===== config.mk =====
export PLATFORM = sky130hd
export DESIGN_NAME = sfio_ports
export DESIGN_NICKNAME = d
export VERILOG_FILES = /design/src/shared/sfio_pkg.sv /design/src/logic/sfio_ports.sv
export SDC_FILE = /design/constraint.sdc
export NUM_CORES = 1
export LEC_CHECK = 0
export BUFFER_PORTS_ARGS = -buffer_cell sky130_fd_sc_hd__buf_2
export CORE_MARGIN = 2
export CORE_UTILIZATION = 50
export DETAILED_ROUTE_END_ITERATION = 6
export PLACE_DENSITY_LB_ADDON = 0.15
export SLEW_MARGIN = 30
export SYNTH_ARGS = -nofsm -noshare
export SYNTH_HDL_FRONTEND = slang
export SYNTH_SLANG_ARGS = --single-unit

===== constraint.sdc =====
create_clock -name ref_clk -period 1.69 [get_ports ref_clk]
set_input_delay 0.0845 -clock ref_clk [delete_from_list [all_inputs] [get_ports ref_clk]]
set_output_delay 0.0845 -clock ref_clk [all_outputs]
set_load 0.01 [all_outputs]

===== src/shared/sfio_pkg.sv =====
// Overview of operation
// Analog port: 4-bit latch at data address 72H, push-pull output drive.
// Analog port per-bit direction at 1CH; input reads pin, output reads latch.
// Reset: analog port directions 0, latch 0.
// Nibble 1BH per bit: 0 keeps port pin, 1 selects analog input.
// Any analog select bit set turns input port pin 1 into reference.
// Converter channel comes from bits 0 and 1 of nibble 22H.
// Reset clears analog selects and channel field to 0.
// Software sets analog select after reset and keeps direction 0.
// Serial port: latch at 73H, open-drain, per-bit direction at 2BH.
// Nibble 0DH bit enables pull-up on matching serial port pin.
// Reset clears serial directions and latch; direction change keeps latch.
// Bit 0 of 0BH hands pins 0..2 to serial clock, out, in.
// Bit 3 of 0BH routes timer output to pin 3; set on reset, toggle on match.
// Serial port read: pin for serial in, external clock and input-direction bits outside serial/timer roles, else latch.
// Open-drain port: latch at 6EH, group direction bit 2 of 2CH.
// Bit 2 of 0CH enables pull-ups on all open-drain port pins.
// Reset clears open-drain group direction and latch.
// Input-only port at 6FH returns two pins low, upper bits 0.
// Writes to the input-only port are ignored.
// Bit 1 of input-only port reads 0 while it is the reference input.
// Port writes update latches regardless of direction.
// Undriven pins: inputs and open-drain outputs at 1 are released.
package sfio_pkg;
    localparam logic [6:0] SFIO_ADDR_FUNC_SEL = 7'h0b;
    localparam logic [6:0] SFIO_ADDR_GROUP_PU = 7'h0c;
    localparam logic [6:0] SFIO_ADDR_SER_PU = 7'h0d;
    localparam logic [6:0] SFIO_ADDR_ANA_SEL = 7'h1b;
    localparam logic [6:0] SFIO_ADDR_ANA_DIR = 7'h1c;
    localparam logic [6:0] SFIO_ADDR_CHAN_SEL = 7'h22;
    localparam logic [6:0] SFIO_ADDR_SER_DIR = 7'h2b;
    localparam logic [6:0] SFIO_ADDR_GROUP_DIR = 7'h2c;
    localparam logic [6:0] SFIO_ADDR_OD_DATA = 7'h6e;
    localparam logic [6:0] SFIO_ADDR_IN_DATA = 7'h6f;
    localparam logic [6:0] SFIO_ADDR_ANA_DATA = 7'h72;
    localparam logic [6:0] SFIO_ADDR_SER_DATA = 7'h73;
    localparam int SFIO_SERIAL_EN_BIT = 0;
    localparam int SFIO_TIMER_OUT_BIT = 3;
    localparam int SFIO_OD_GROUP_BIT = 2;
    localparam int SFIO_REF_PIN_BIT = 1;
    localparam int SFIO_SCK_PIN = 0;
    localparam int SFIO_SO_PIN = 1;
    localparam int SFIO_SI_PIN = 2;
    localparam int SFIO_TMR_PIN = 3;
    localparam logic [3:0] SFIO_NIB_RESET = 4'h0;
    localparam logic [1:0] SFIO_CHAN_MASK = 2'h3;
endpackage


===== src/logic/sfio_ports.sv =====
`timescale 1ns/1ps
module sfio_ports (
    input wire logic ref_clk,
    input wire logic reset_n,
    input wire logic [6:0] rf_addr,
    input wire logic rf_wr,
    input wire logic [3:0] rf_wdata,
    input wire logic [6:0] dm_addr,
    input wire logic dm_wr,
    input wire logic [3:0] dm_wdata,
    output logic [3:0] rf_rdata,
    output logic [3:0] dm_rdata,
    input wire logic [3:0] ana_pin_in,
    output logic [3:0] ana_pin_out,
    output logic [3:0] ana_pin_oe,
    output logic [3:0] analog_pin_enable,
    output logic [1:0] converter_channel,
    output logic reference_pin_enable,
    input wire logic [3:0] ser_pin_in,
    output logic [3:0] ser_pin_out,
    output logic [3:0] ser_pin_oe,
    output logic [3:0] ser_pullup_en,
    input wire logic serial_clk_internal,
    input wire logic serial_clk_out,
    input wire logic serial_data_out,
    output logic serial_data_in,
    output logic serial_clk_in,
    input wire logic timer_reset,
    input wire logic timer_match,
    input wire logic [3:0] od_pin_in,
    output logic [3:0] od_pin_out,
    output logic [3:0] od_pin_oe,
    output logic [3:0] od_pullup_en,
    input wire logic [1:0] in_pin
);
    logic [3:0] func_sel_r;
    logic [3:0] group_pu_r;
    logic [3:0] ser_pu_r;
    logic [3:0] ana_sel_r;
    logic [3:0] ana_dir_r;
    logic [3:0] chan_sel_r;
    logic [3:0] ser_dir_r;
    logic [3:0] group_dir_r;
    logic [3:0] ana_lat_r;
    logic [3:0] ser_lat_r;
    logic [3:0] od_lat_r;
    logic timer_out_r;
    logic serial_on;
    logic timer_on;
    logic [3:0] ser_drive;
    logic [3:0] ser_use_pin;
    logic [3:0] od_dir;
    logic [3:0] in_read;
    logic [3:0] ana_hold;

    // Control nibbles; unknown widths are kept whole so software reads back
    always_ff @(posedge ref_clk or negedge reset_n)
    begin
        if (!reset_n)
        begin
            func_sel_r <= sfio_pkg::SFIO_NIB_RESET;
            group_pu_r <= sfio_pkg::SFIO_NIB_RESET;
            ser_pu_r <= sfio_pkg::SFIO_NIB_RESET;
            ana_sel_r <= sfio_pkg::SFIO_NIB_RESET;
            ana_dir_r <= sfio_pkg::SFIO_NIB_RESET;
            chan_sel_r <= sfio_pkg::SFIO_NIB_RESET;
            ser_dir_r <= sfio_pkg::SFIO_NIB_RESET;
            group_dir_r <= sfio_pkg::SFIO_NIB_RESET;
        end
        else if (rf_wr)
        begin
            case (rf_addr)
                sfio_pkg::SFIO_ADDR_FUNC_SEL: func_sel_r <= rf_wdata;
                sfio_pkg::SFIO_ADDR_GROUP_PU: group_pu_r <= rf_wdata;
                sfio_pkg::SFIO_ADDR_SER_PU: ser_pu_r <= rf_wdata;
                sfio_pkg::SFIO_ADDR_ANA_SEL: ana_sel_r <= rf_wdata;
                sfio_pkg::SFIO_ADDR_ANA_DIR: ana_dir_r <= rf_wdata;
                sfio_pkg::SFIO_ADDR_CHAN_SEL: chan_sel_r <= rf_wdata;
                sfio_pkg::SFIO_ADDR_SER_DIR: ser_dir_r <= rf_wdata;
                sfio_pkg::SFIO_ADDR_GROUP_DIR: group_dir_r <= rf_wdata;
                default:
                begin
                end
            endcase
        end
    end

    // Latches load whatever the direction, so output data can be staged first
    always_ff @(posedge ref_clk or negedge reset_n)
    begin
        if (!reset_n)
        begin
            ana_lat_r <= sfio_pkg::SFIO_NIB_RESET;
            ser_lat_r <= sfio_pkg::SFIO_NIB_RESET;
            od_lat_r <= sfio_pkg::SFIO_NIB_RESET;
        end
        else if (dm_wr)
        begin
            case (dm_addr)
                sfio_pkg::SFIO_ADDR_ANA_DATA: ana_lat_r <= dm_wdata;
                sfio_pkg::SFIO_ADDR_SER_DATA: ser_lat_r <= dm_wdata;
                sfio_pkg::SFIO_ADDR_OD_DATA: od_lat_r <= dm_wdata;
                default:
                begin
                end
            endcase
        end
    end

    // Timer output starts at 1 on timer reset, else flips on each match
    always_ff @(posedge ref_clk or negedge reset_n)
    begin
        if (!reset_n)
            timer_out_r <= 1'b1;
        else if (timer_reset)
            timer_out_r <= 1'b1;
        else if (timer_match)
            timer_out_r <= ~timer_out_r;
    end

    assign serial_on = func_sel_r[sfio_pkg::SFIO_SERIAL_EN_BIT];
    assign timer_on = func_sel_r[sfio_pkg::SFIO_TIMER_OUT_BIT];
    assign od_dir = {4{group_dir_r[sfio_pkg::SFIO_OD_GROUP_BIT]}};

    // Analog port: push-pull; analog select does not block an output drive
    assign ana_pin_out = ana_lat_r;
    assign ana_pin_oe = ana_dir_r;
    assign analog_pin_enable = ana_sel_r;
    assign converter_channel = chan_sel_r[1:0] & sfio_pkg::SFIO_CHAN_MASK;
    assign reference_pin_enable = |ana_sel_r;
    // Analog pins read back the latch; their level is not a logic value
    assign ana_hold = ana_dir_r | ana_sel_r;

    // Serial port pin roles; clock drive depends on internal clock source
    always_comb
    begin
        ser_drive = ser_dir_r;
        ser_pin_out = ser_lat_r;
        ser_use_pin = ~ser_dir_r;
        if (serial_on)
        begin
            ser_drive[sfio_pkg::SFIO_SCK_PIN] = serial_clk_internal;
            ser_pin_out[sfio_pkg::SFIO_SCK_PIN] = serial_clk_out;
            ser_use_pin[sfio_pkg::SFIO_SCK_PIN] = ~serial_clk_internal;
            ser_drive[sfio_pkg::SFIO_SO_PIN] = 1'b1;
            ser_pin_out[sfio_pkg::SFIO_SO_PIN] = serial_data_out;
            ser_use_pin[sfio_pkg::SFIO_SO_PIN] = 1'b0;
            ser_drive[sfio_pkg::SFIO_SI_PIN] = 1'b0;
            ser_use_pin[sfio_pkg::SFIO_SI_PIN] = 1'b1;
        end
        if (timer_on)
        begin
            ser_drive[sfio_pkg::SFIO_TMR_PIN] = 1'b1;
            ser_pin_out[sfio_pkg::SFIO_TMR_PIN] = timer_out_r;
            ser_use_pin[sfio_pkg::SFIO_TMR_PIN] = 1'b0;
        end
    end

    // Open drain: only a driven 0 pulls the pin, a 1 releases it
    assign ser_pin_oe = ser_drive & ~ser_pin_out;
    assign ser_pullup_en = ser_pu_r;
    assign serial_data_in = ser_pin_in[sfio_pkg::SFIO_SI_PIN];
    assign serial_clk_in = ser_pin_in[sfio_pkg::SFIO_SCK_PIN];

    assign od_pin_out = od_lat_r;
    assign od_pin_oe = od_dir & ~od_lat_r;
    assign od_pullup_en = {4{group_pu_r[sfio_pkg::SFIO_OD_GROUP_BIT]}};

    // Reference pin reads 0 while claimed by the converter
    assign in_read = {2'h0, in_pin[1] & ~reference_pin_enable, in_pin[0]};

    always_comb
    begin
        case (dm_addr)
            sfio_pkg::SFIO_ADDR_ANA_DATA:
                dm_rdata = (ana_hold & ana_lat_r) | (~ana_hold & ana_pin_in);
            sfio_pkg::SFIO_ADDR_SER_DATA:
                dm_rdata = (~ser_use_pin & ser_lat_r) | (ser_use_pin & ser_pin_in);
            sfio_pkg::SFIO_ADDR_OD_DATA:
                dm_rdata = (od_dir & od_lat_r) | (~od_dir & od_pin_in);
            sfio_pkg::SFIO_ADDR_IN_DATA:
                dm_rdata = in_read;
            default:
                dm_rdata = 4'h0;
        endcase
    end

    always_comb
    begin
        case (rf_addr)
            sfio_pkg::SFIO_ADDR_FUNC_SEL: rf_rdata = func_sel_r;
            sfio_pkg::SFIO_ADDR_GROUP_PU: rf_rdata = group_pu_r;
            sfio_pkg::SFIO_ADDR_SER_PU: rf_rdata = ser_pu_r;
            sfio_pkg::SFIO_ADDR_ANA_SEL: rf_rdata = ana_sel_r;
            sfio_pkg::SFIO_ADDR_ANA_DIR: rf_rdata = ana_dir_r;
            sfio_pkg::SFIO_ADDR_CHAN_SEL: rf_rdata = chan_sel_r;
            sfio_pkg::SFIO_ADDR_SER_DIR: rf_rdata = ser_dir_r;
            sfio_pkg::SFIO_ADDR_GROUP_DIR: rf_rdata = group_dir_r;
            default: rf_rdata = 4'h0;
        endcase
    end
endmodule


==> summary.md, run 1 <==
| Metric | Value |
|---|---|
| Outcome | finished, violations left |
| Violated checks | negative setup slack |
| Crit path DAT | 1.76 ns |
| Layout Utilization | 67.5% |
| Yosys warnings | 0 |
| R2r startpoint | group_dir_r[2] |
| Vias | between 2k and 2.5k |
| Logic pwr share | between 20 and 25% |
| Yosys top cell area share | approximately 43% |
| Clock Path Buffers | 2 |
| IO buf count | between 90 and 100 |
| Sequential power share | roughly 47% |
| Main flop type after synthesis | dfrtp_1 |
| RSZ-0062 raised after global routing | true |
| EDFF count, synth | 0 |
| Num CTS Buffers | 5 |
| Rel. slew slack | roughly two thirds |
| Post-DP HPWL | between 5000 and 6000 um |
| R2r setup slk | around 0.70 ns |
| Clock share of power | between 30% and 40% |
| Overall die width | 75.9 um |
| Sw frac | roughly 28% |
| Clock skew | 0 ns |
| Crit path to | dm_rdata[2] |
| Max Fclk | about 0.54 GHz |
| Final setup margin | -0.150 ns |
| Gr usage total | around 25% |
| First-pass GRT wire length | 10800 um |
| Reg2reg end | group_dir_r[2] |
| Seq/Total Area, Yosys | between 40% and 50% |
| NetSw | roughly 750 uW |
| Antenna-violating nets left | 0 |
| Static Leak | about 1.8 nW |
| GR Overflow Total | 0 |
| Wire length per cell | roughly 17 um |
| CP Capture Type | output pin |
| WL final | approximately 6900 um |
| Main combinational cell family by area after synthesis | multiplexers |
| Crit Path Category | register to output pin |
| Final #Nets | 373 |
| Initial antenna violation count | 0 |
| VDD IR max | about 0.54 mV |
| Fraction of synthesized area in multiplexers | roughly 26% |
| Total of max-cap violations | 0 |
| Hold Path Class | input pin to register |
| Die span in y | about 76 um |
| Core box area | a little over 5000 um^2 |
| Power Dens Cells | a little under 800 nW/um^2 |
| I/O pins | 94 |
| Syn avg cell area | approximately 12 um^2 |
| Flops & latches, synth | 45 |
| Gate Count Post-Synth | between 200 and 250 |
| RePlAce Congestion | 0.865 |
| Worst slew pin tran | approximately 0.52 ns |
| Diodes inserted | 0 |
| P&R area growth vs syn | 31.8% |
| Final Power | approximately 2.7 mW |
| Simple-gate share of the synthesized area | between 10% and 20% |
| Worst r2r path cells | 2 |
| Clk_lat worst skew | 0.30 ns |
| Final Cycle Share | 109% |
| Fraction of registers with async set or reset after synthesis | 100% |
| Cell accounting for the most synthesized area | dfrtp_1 |
| Initial core utilization | around 51% |
| Row cnt | 26 |
| Reg clk slew, reported paths | about 0.09 ns |
| DIE AREA | roughly 5800 um^2 |
| Synth cell types | 43 |
| Vias in the first global route | ~2.2k |
| Setup violators final | 5 |
| Final Hold Vio Count | 0 |
| Vias per inst | between 5 and 6 |
| DRC errors left | 0 |
| Post-Place Setup Slack | around 0.068 ns |
| DR pass1 iterations | 5 |
| Critical Path RT | approximately 1.6 ns |
| DR iter-0 viols | roughly 190 |
| Fillers | around 380 |
| Share of cells above drive strength 1 | ~59% |
| H-tree levels | 2 |
| Cell chosen for the clock root | clkbuf_8 |
| Area contributors post-synth | dfrtp_1 (43%), mux2_2 (23%), mux2i_1 (3.1%), a32o_1 (2.7%), nand4_1 (2.7%) |
| Crit path launch | analog_pin_enable[2] |
| Slew Limit Fails | 0 |
| Syn_nets | between 200 and 300 |
| Adder-cell share of the synthesized area | 0% |
| CTS tree | yes |
| Worst setup SP type | register |
| Largest net degree at the start of global routing | 25 |
| Final worst path period need | roughly 1.8 ns |
| Cell Int Power | ~1.9 mW |
| Crit path max fanout | 3 |
| Complex-gate fraction of the synthesized area | a little under a tenth |
| Clock sinks | 45 |
| XOR/XNOR share of the synthesized area | less than 1% |
| Area of the mapped netlist | 2580 um^2 |
-- kinds of logic (layout without fill, tap and decap cells) --
family / count (synthesis) / after routing
simple gates: 69 / 69
mux: 60 / 60
flops: 45 / 45
compound gates: 30 / 30
buf+inv: 17 / 124
xor+xnor: 1 / 1
-- worst min path at each step --
stage | startpoint | endpoint | slack (ns) | depth (start not counted)
CTS | timer_match | timer_out_r | 0.01 | 3
global placement | reset_n | ser_lat_r[3] | 0.09 | 1
floorplan | reset_n | ana_pin_oe[0] | -0.21 | 0
detailed placement | reset_n | ser_lat_r[3] | 0.09 | 1
finish | timer_match | timer_out_r | 0.008 | 3
global route | timer_match | timer_out_r | 0.02 | 3
-- per-stage QoR --
stage / TNS, ns / hold slack (ns) / area [um^2] / std cells
floorplan: 0 / -0.211 / 2580 / 222
global placement: 0 / 0.0901 / 3170 / 385
detailed placement: 0 / 0.0945 / 3170 / 385
CTS: -0.549 / 0.00974 / 3380 / 398
global route: -1.02 / 0.0176 / 3400 / 399
finish: -0.524 / 0.00774 / 3400 / 399
-- metal layers --
metal | wire [um] | up-vias | GRT usage, %
met3 | 405 | 13 | 4.23
met4 | 120 | 0 | 7.60
met1 | 3080 | 1108 | 35.5
met2 | 3350 | 102 | 40.9
li1 | - | 1056 | -
met5 | 0 | - | 0
-- synthesized netlist by cell type, drive strengths merged, types with 2 or more instances --
cell     n
clkbuf   5
a22oi    3
and4     5
nand4   11
mux2    52
a221o    2
nand2b   3
mux2i    8
a32o     7
o21ai    4
nor2b    5
nand3    4
nand2    9
o211ai   4
dfrtp   44
buf     11
a221oi   3
nor3b    4
nor2    15
and3     4
-- placed cells by master (no fill, tap or decap), types with 4 or more instances in the layout --
master | Yosys | layout
a32o_1 | 7 | 4
and3_1 | 4 | 4
and4_1 | 5 | 5
buf_2 | 2 | 93
buf_4 | 9 | 18
clkbuf_8 | 0 | 5
dfrtp_1 | 44 | 42
mux2_2 | 52 | 50
mux2i_1 | 8 | 7
nand2_1 | 9 | 9
nand4_1 | 11 | 11
nor2_1 | 15 | 12
nor2b_1 | 5 | 5
o211ai_1 | 4 | 4
-- registers in the layout (all words and copies together) (netlist names) --
| name | count |
|---|---|
| timer_out_r | 1 |
| group_pu_r | 4 |
| ana_pin_oe | 4 |
| func_sel_r | 4 |
| ser_pullup_en | 4 |
| group_dir_r | 4 |
| od_pin_out | 4 |
| ser_dir_r | 4 |
| chan_sel_r | 4 |
| ser_lat_r | 4 |
| analog_pin_enable | 4 |
| ana_pin_out | 4 |
-- cell type report --
type	instances	area, um^2	area share [%]
Tap cell	70	87.6	2.57
Sequential cell	45	1130	33.2
Timing Repair Buffer	115	652	19.2
Clock inverter	2	38.8	1.14
Clock buffer	6	72.6	2.13
Multi-Input combinational cell	160	1420	41.7
Inverter	1	3.75	0.110
-- power by group through the flow --
stage	Combinational, mW	Clock, mW	Sequential (mW)
after CTS	0.593	0.836	1.24
final	0.596	0.821	1.24
after global placement	0.545	0	1.26
after global routing	0.649	0.889	1.26
after detailed placement	0.553	0	1.26
after floorplan	0.284	0	1.26
-- worst max-delay path: stages (launching register included) --
cell	delay [ns]
dfrtp_1	0.42
nor2_2	0.14
mux2_4	0.31
a221o_1	0.30
and3_1	0.14
buf_2	0.14
-- timing repair --
item	CTS	global route
pin swaps	11	10
resized for setup	16	5
hold endpoints to repair	21	0
endpoints found under the setup margin	7	8
hold buffers	2	0
buffers inserted	3	1
cloned	0	0
(Power assumes the default switching activity.)
==> run 2, diff against run 1 <==
--- a/config.mk
+++ b/config.mk
@@ -7,7 +7,8 @@
 export LEC_CHECK = 0
 export BUFFER_PORTS_ARGS = -buffer_cell sky130_fd_sc_hd__buf_2
 export CORE_MARGIN = 2
-export CORE_UTILIZATION = 50
+export CORE_UTILIZATION = 51
+export CTS_BUF_LIST = sky130_fd_sc_hd__clkbuf_8
 export DETAILED_ROUTE_END_ITERATION = 6
 export PLACE_DENSITY_LB_ADDON = 0.15
 export SLEW_MARGIN = 30
==> summary.md, run 2 (same netlist as run 1, synthesis figures left out) <==
| Metric | Value |
|---|---|
| Worst slew pin tran | 0.609 ns (was 0.525 ns) |
| Hold Path Class | input pin to register (unchanged) |
| Final Cycle Share | 107% (was 109%) |
| R2r startpoint | analog_pin_enable[2] (was group_dir_r[2]) |
| Diodes inserted | 0 (unchanged) |
| WL final | 7140 um (was 6950 um) |
| R2r setup slk | 0.63 ns (was 0.70 ns) |
| RSZ-0062 raised after global routing | true (unchanged) |
| Worst setup SP type | register (unchanged) |
| DR iter-0 viols | 245 (was 192) |
| WHS | 0.0486 ns (was 0.00774 ns) |
| Core box area | 4820 um^2 (was 5040 um^2) |
| Overall die width | 75.1 um (was 75.9 um) |
| Total of max-cap violations | 0 (unchanged) |
| WHS Endpoint | timer_out_r (unchanged) |
| Setup TNS | -0.427 ns (was -0.524 ns) |
| Antenna-violating nets left | 0 (unchanged) |
| Initial core utilization | 53.6% (was 51.2%) |
| IO buf count | 93 (unchanged) |
| Commonest non-fill, non-tap cell in the layout | buf_2 (unchanged) |
| DR pass1 iterations | 4 (was 5) |
| Crit Path Category | register to output pin (unchanged) |
| Post-DP HPWL | 5450 um (was 5230 um) |
| DIE AREA | 5650 um^2 (was 5750 um^2) |
| Clock Path Buffers | 2 (unchanged) |
| I/O pins | 94 (unchanged) |
| Clock sinks | 45 (unchanged) |
| First-pass GRT wire length | 11400 um (was 10800 um) |
| Clock skew | 0 ns (unchanged) |
| Final Power | 2.46 mW (was 2.66 mW) |
| Row cnt | 25 (was 26) |
| CP Capture Type | output pin (unchanged) |
| Post-route cell area | 3370 um^2 (was 3400 um^2) |
| Slew Limit Fails | 0 (unchanged) |
| Clk_lat worst skew | 0.29 ns (was 0.30 ns) |
| Setup violators final | 4 (was 5) |
| Fillers | 412 (was 378) |
| Final worst path period need | 1.81 ns (was 1.84 ns) |
| Rel. slew slack | 59.4% (was 65.0%) |
| Vias in the first global route | 2259 (was 2186) |
| Post-Place Setup Slack | 0.115 ns (was 0.0679 ns) |
| Vias | 2298 (was 2279) |
| Share of cells above drive strength 1 | 58.9% (was 59.3%) |
| Reg2reg end | analog_pin_enable[2] (was group_dir_r[2]) |
| Reg clk slew, reported paths | 0.08 ns (was 0.09 ns) |
| H-tree levels | 2 (unchanged) |
| Area post-placement | 3160 um^2 (was 3170 um^2) |
| Die span in y | 75.1 um (was 75.9 um) |
| Cell chosen for the clock root | clkbuf_8 (unchanged) |
| Crit path max fanout | 3 (unchanged) |
| VDD IR max | 0.490 mV (was 0.540 mV) |
| Layout Utilization | 69.9% (was 67.5%) |
| Vias per inst | 5.77 (was 5.71) |
| Final setup margin | -0.123 ns (was -0.150 ns) |
| Most frequent cells in the layout | buf_2 (93), mux2_2 (50), dfrtp_1 (41) (was buf_2 (93), mux2_2 (50), dfrtp_1 (42)) |
| Gr usage total | 27.2% (was 25.5%) |
| Final Hold Vio Count | 0 (unchanged) |
| Worst r2r path cells | 3 (was 2) |
| P&R area growth vs syn | 30.5% (was 31.8%) |
| Crit path DAT | 1.73 ns (was 1.76 ns) |
| GR Overflow Total | 0 (unchanged) |
| Power Dens Cells | 729 nW/um^2 (was 782 nW/um^2) |
| DRC errors left | 0 (unchanged) |
| Critical Path RT | 1.61 ns (about the same) |
| Violated checks | negative setup slack (unchanged) |
| Cell Count, Final, Fillers Out | 398 (was 399) |
| HP Start | timer_match (unchanged) |
| CTS tree | yes (unchanged) |
| Wire length per cell | 17.9 um (was 17.4 um) |
| Final #Nets | 375 (was 373) |
| Num CTS Buffers | 5 (unchanged) |
| Largest net degree at the start of global routing | 27 (was 25) |
| Worst hold stages | 3 (unchanged) |
| Static Leak | 1.78 nW (about the same) |
| Placed cells | 383 (was 385) |
| RePlAce Congestion | 0.923 (was 0.865) |
| Initial antenna violation count | 0 (unchanged) |
| Outcome | finished, violations left (unchanged) |
| Max Fclk | 0.551 GHz (was 0.544 GHz) |
run 2: cell types whose count changed in the layout (fill, tap and decap cells not counted), sizes merged:
| cell | delta |
|---|---|
| buf | +2 |
| inv | +2 |
| bufinv | -1 |
| clkbuf | -1 |
run 2: worst max-delay path, stage by stage (launching register included):
cell	delay, ns
dfrtp_1	0.41
or4_4	0.55
o22ai_2	0.16
nand3_1	0.09
o21ai_1	0.09
buf_2	0.15
run 2: how the worst max path moves through the flow:
stage                               startpoint     endpoint  slack (ns)  cells past startpoint
after CTS                        ana_pin_oe[3]  dm_rdata[3]       -0.14                      5
final                     analog_pin_enable[2]  dm_rdata[1]       -0.12                      5
after global routing      analog_pin_enable[3]  dm_rdata[1]       -0.23                      6
after detailed placement  analog_pin_enable[2]  dm_rdata[2]        0.12                      5
after global placement           ana_pin_oe[3]  dm_rdata[3]        0.13                      5
after floorplan                  func_sel_r[0]  dm_rdata[0]        0.13                      5
run 2: report_power, final:
part | leakage, nW | switching, mW | internal [mW]
Sequential | 0.605 | 0.0816 | 1.17
Combinational | 1.12 | 0.289 | 0.299
Clock | 0.0505 | 0.341 | 0.278
Total | 1.78 | 0.712 | 1.75
run 2: area by class of cell:
type / instances / area (um^2) / area share [%]
flip-flops and latches: 45 / 1130 / 33.6
clock inverters: 3 / 12.5 / 0.371
well taps: 67 / 83.8 / 2.49
repair buffers: 117 / 654 / 19.4
multi-input cells: 160 / 1420 / 42.0
clock buffers: 5 / 68.8 / 2.04
inverters: 1 / 3.75 / 0.111
run 2: layer usage:
layer	wire, um	up-vias	global-route usage, %
met3	419	14	4.95
met5	0	-	0
met1	3010	1119	34.7
met2	3560	104	47.4
met4	144	0	7.80
li1	-	1061	-
run 2: timing repair:
action                     4_1_cts  5_1_grt
resized for setup               14        6
pin swaps                        9       12
setup buffers                    4        1
setup endpoints to repair        7        8
hold endpoints to repair        24        0
hold buffers                     2        0
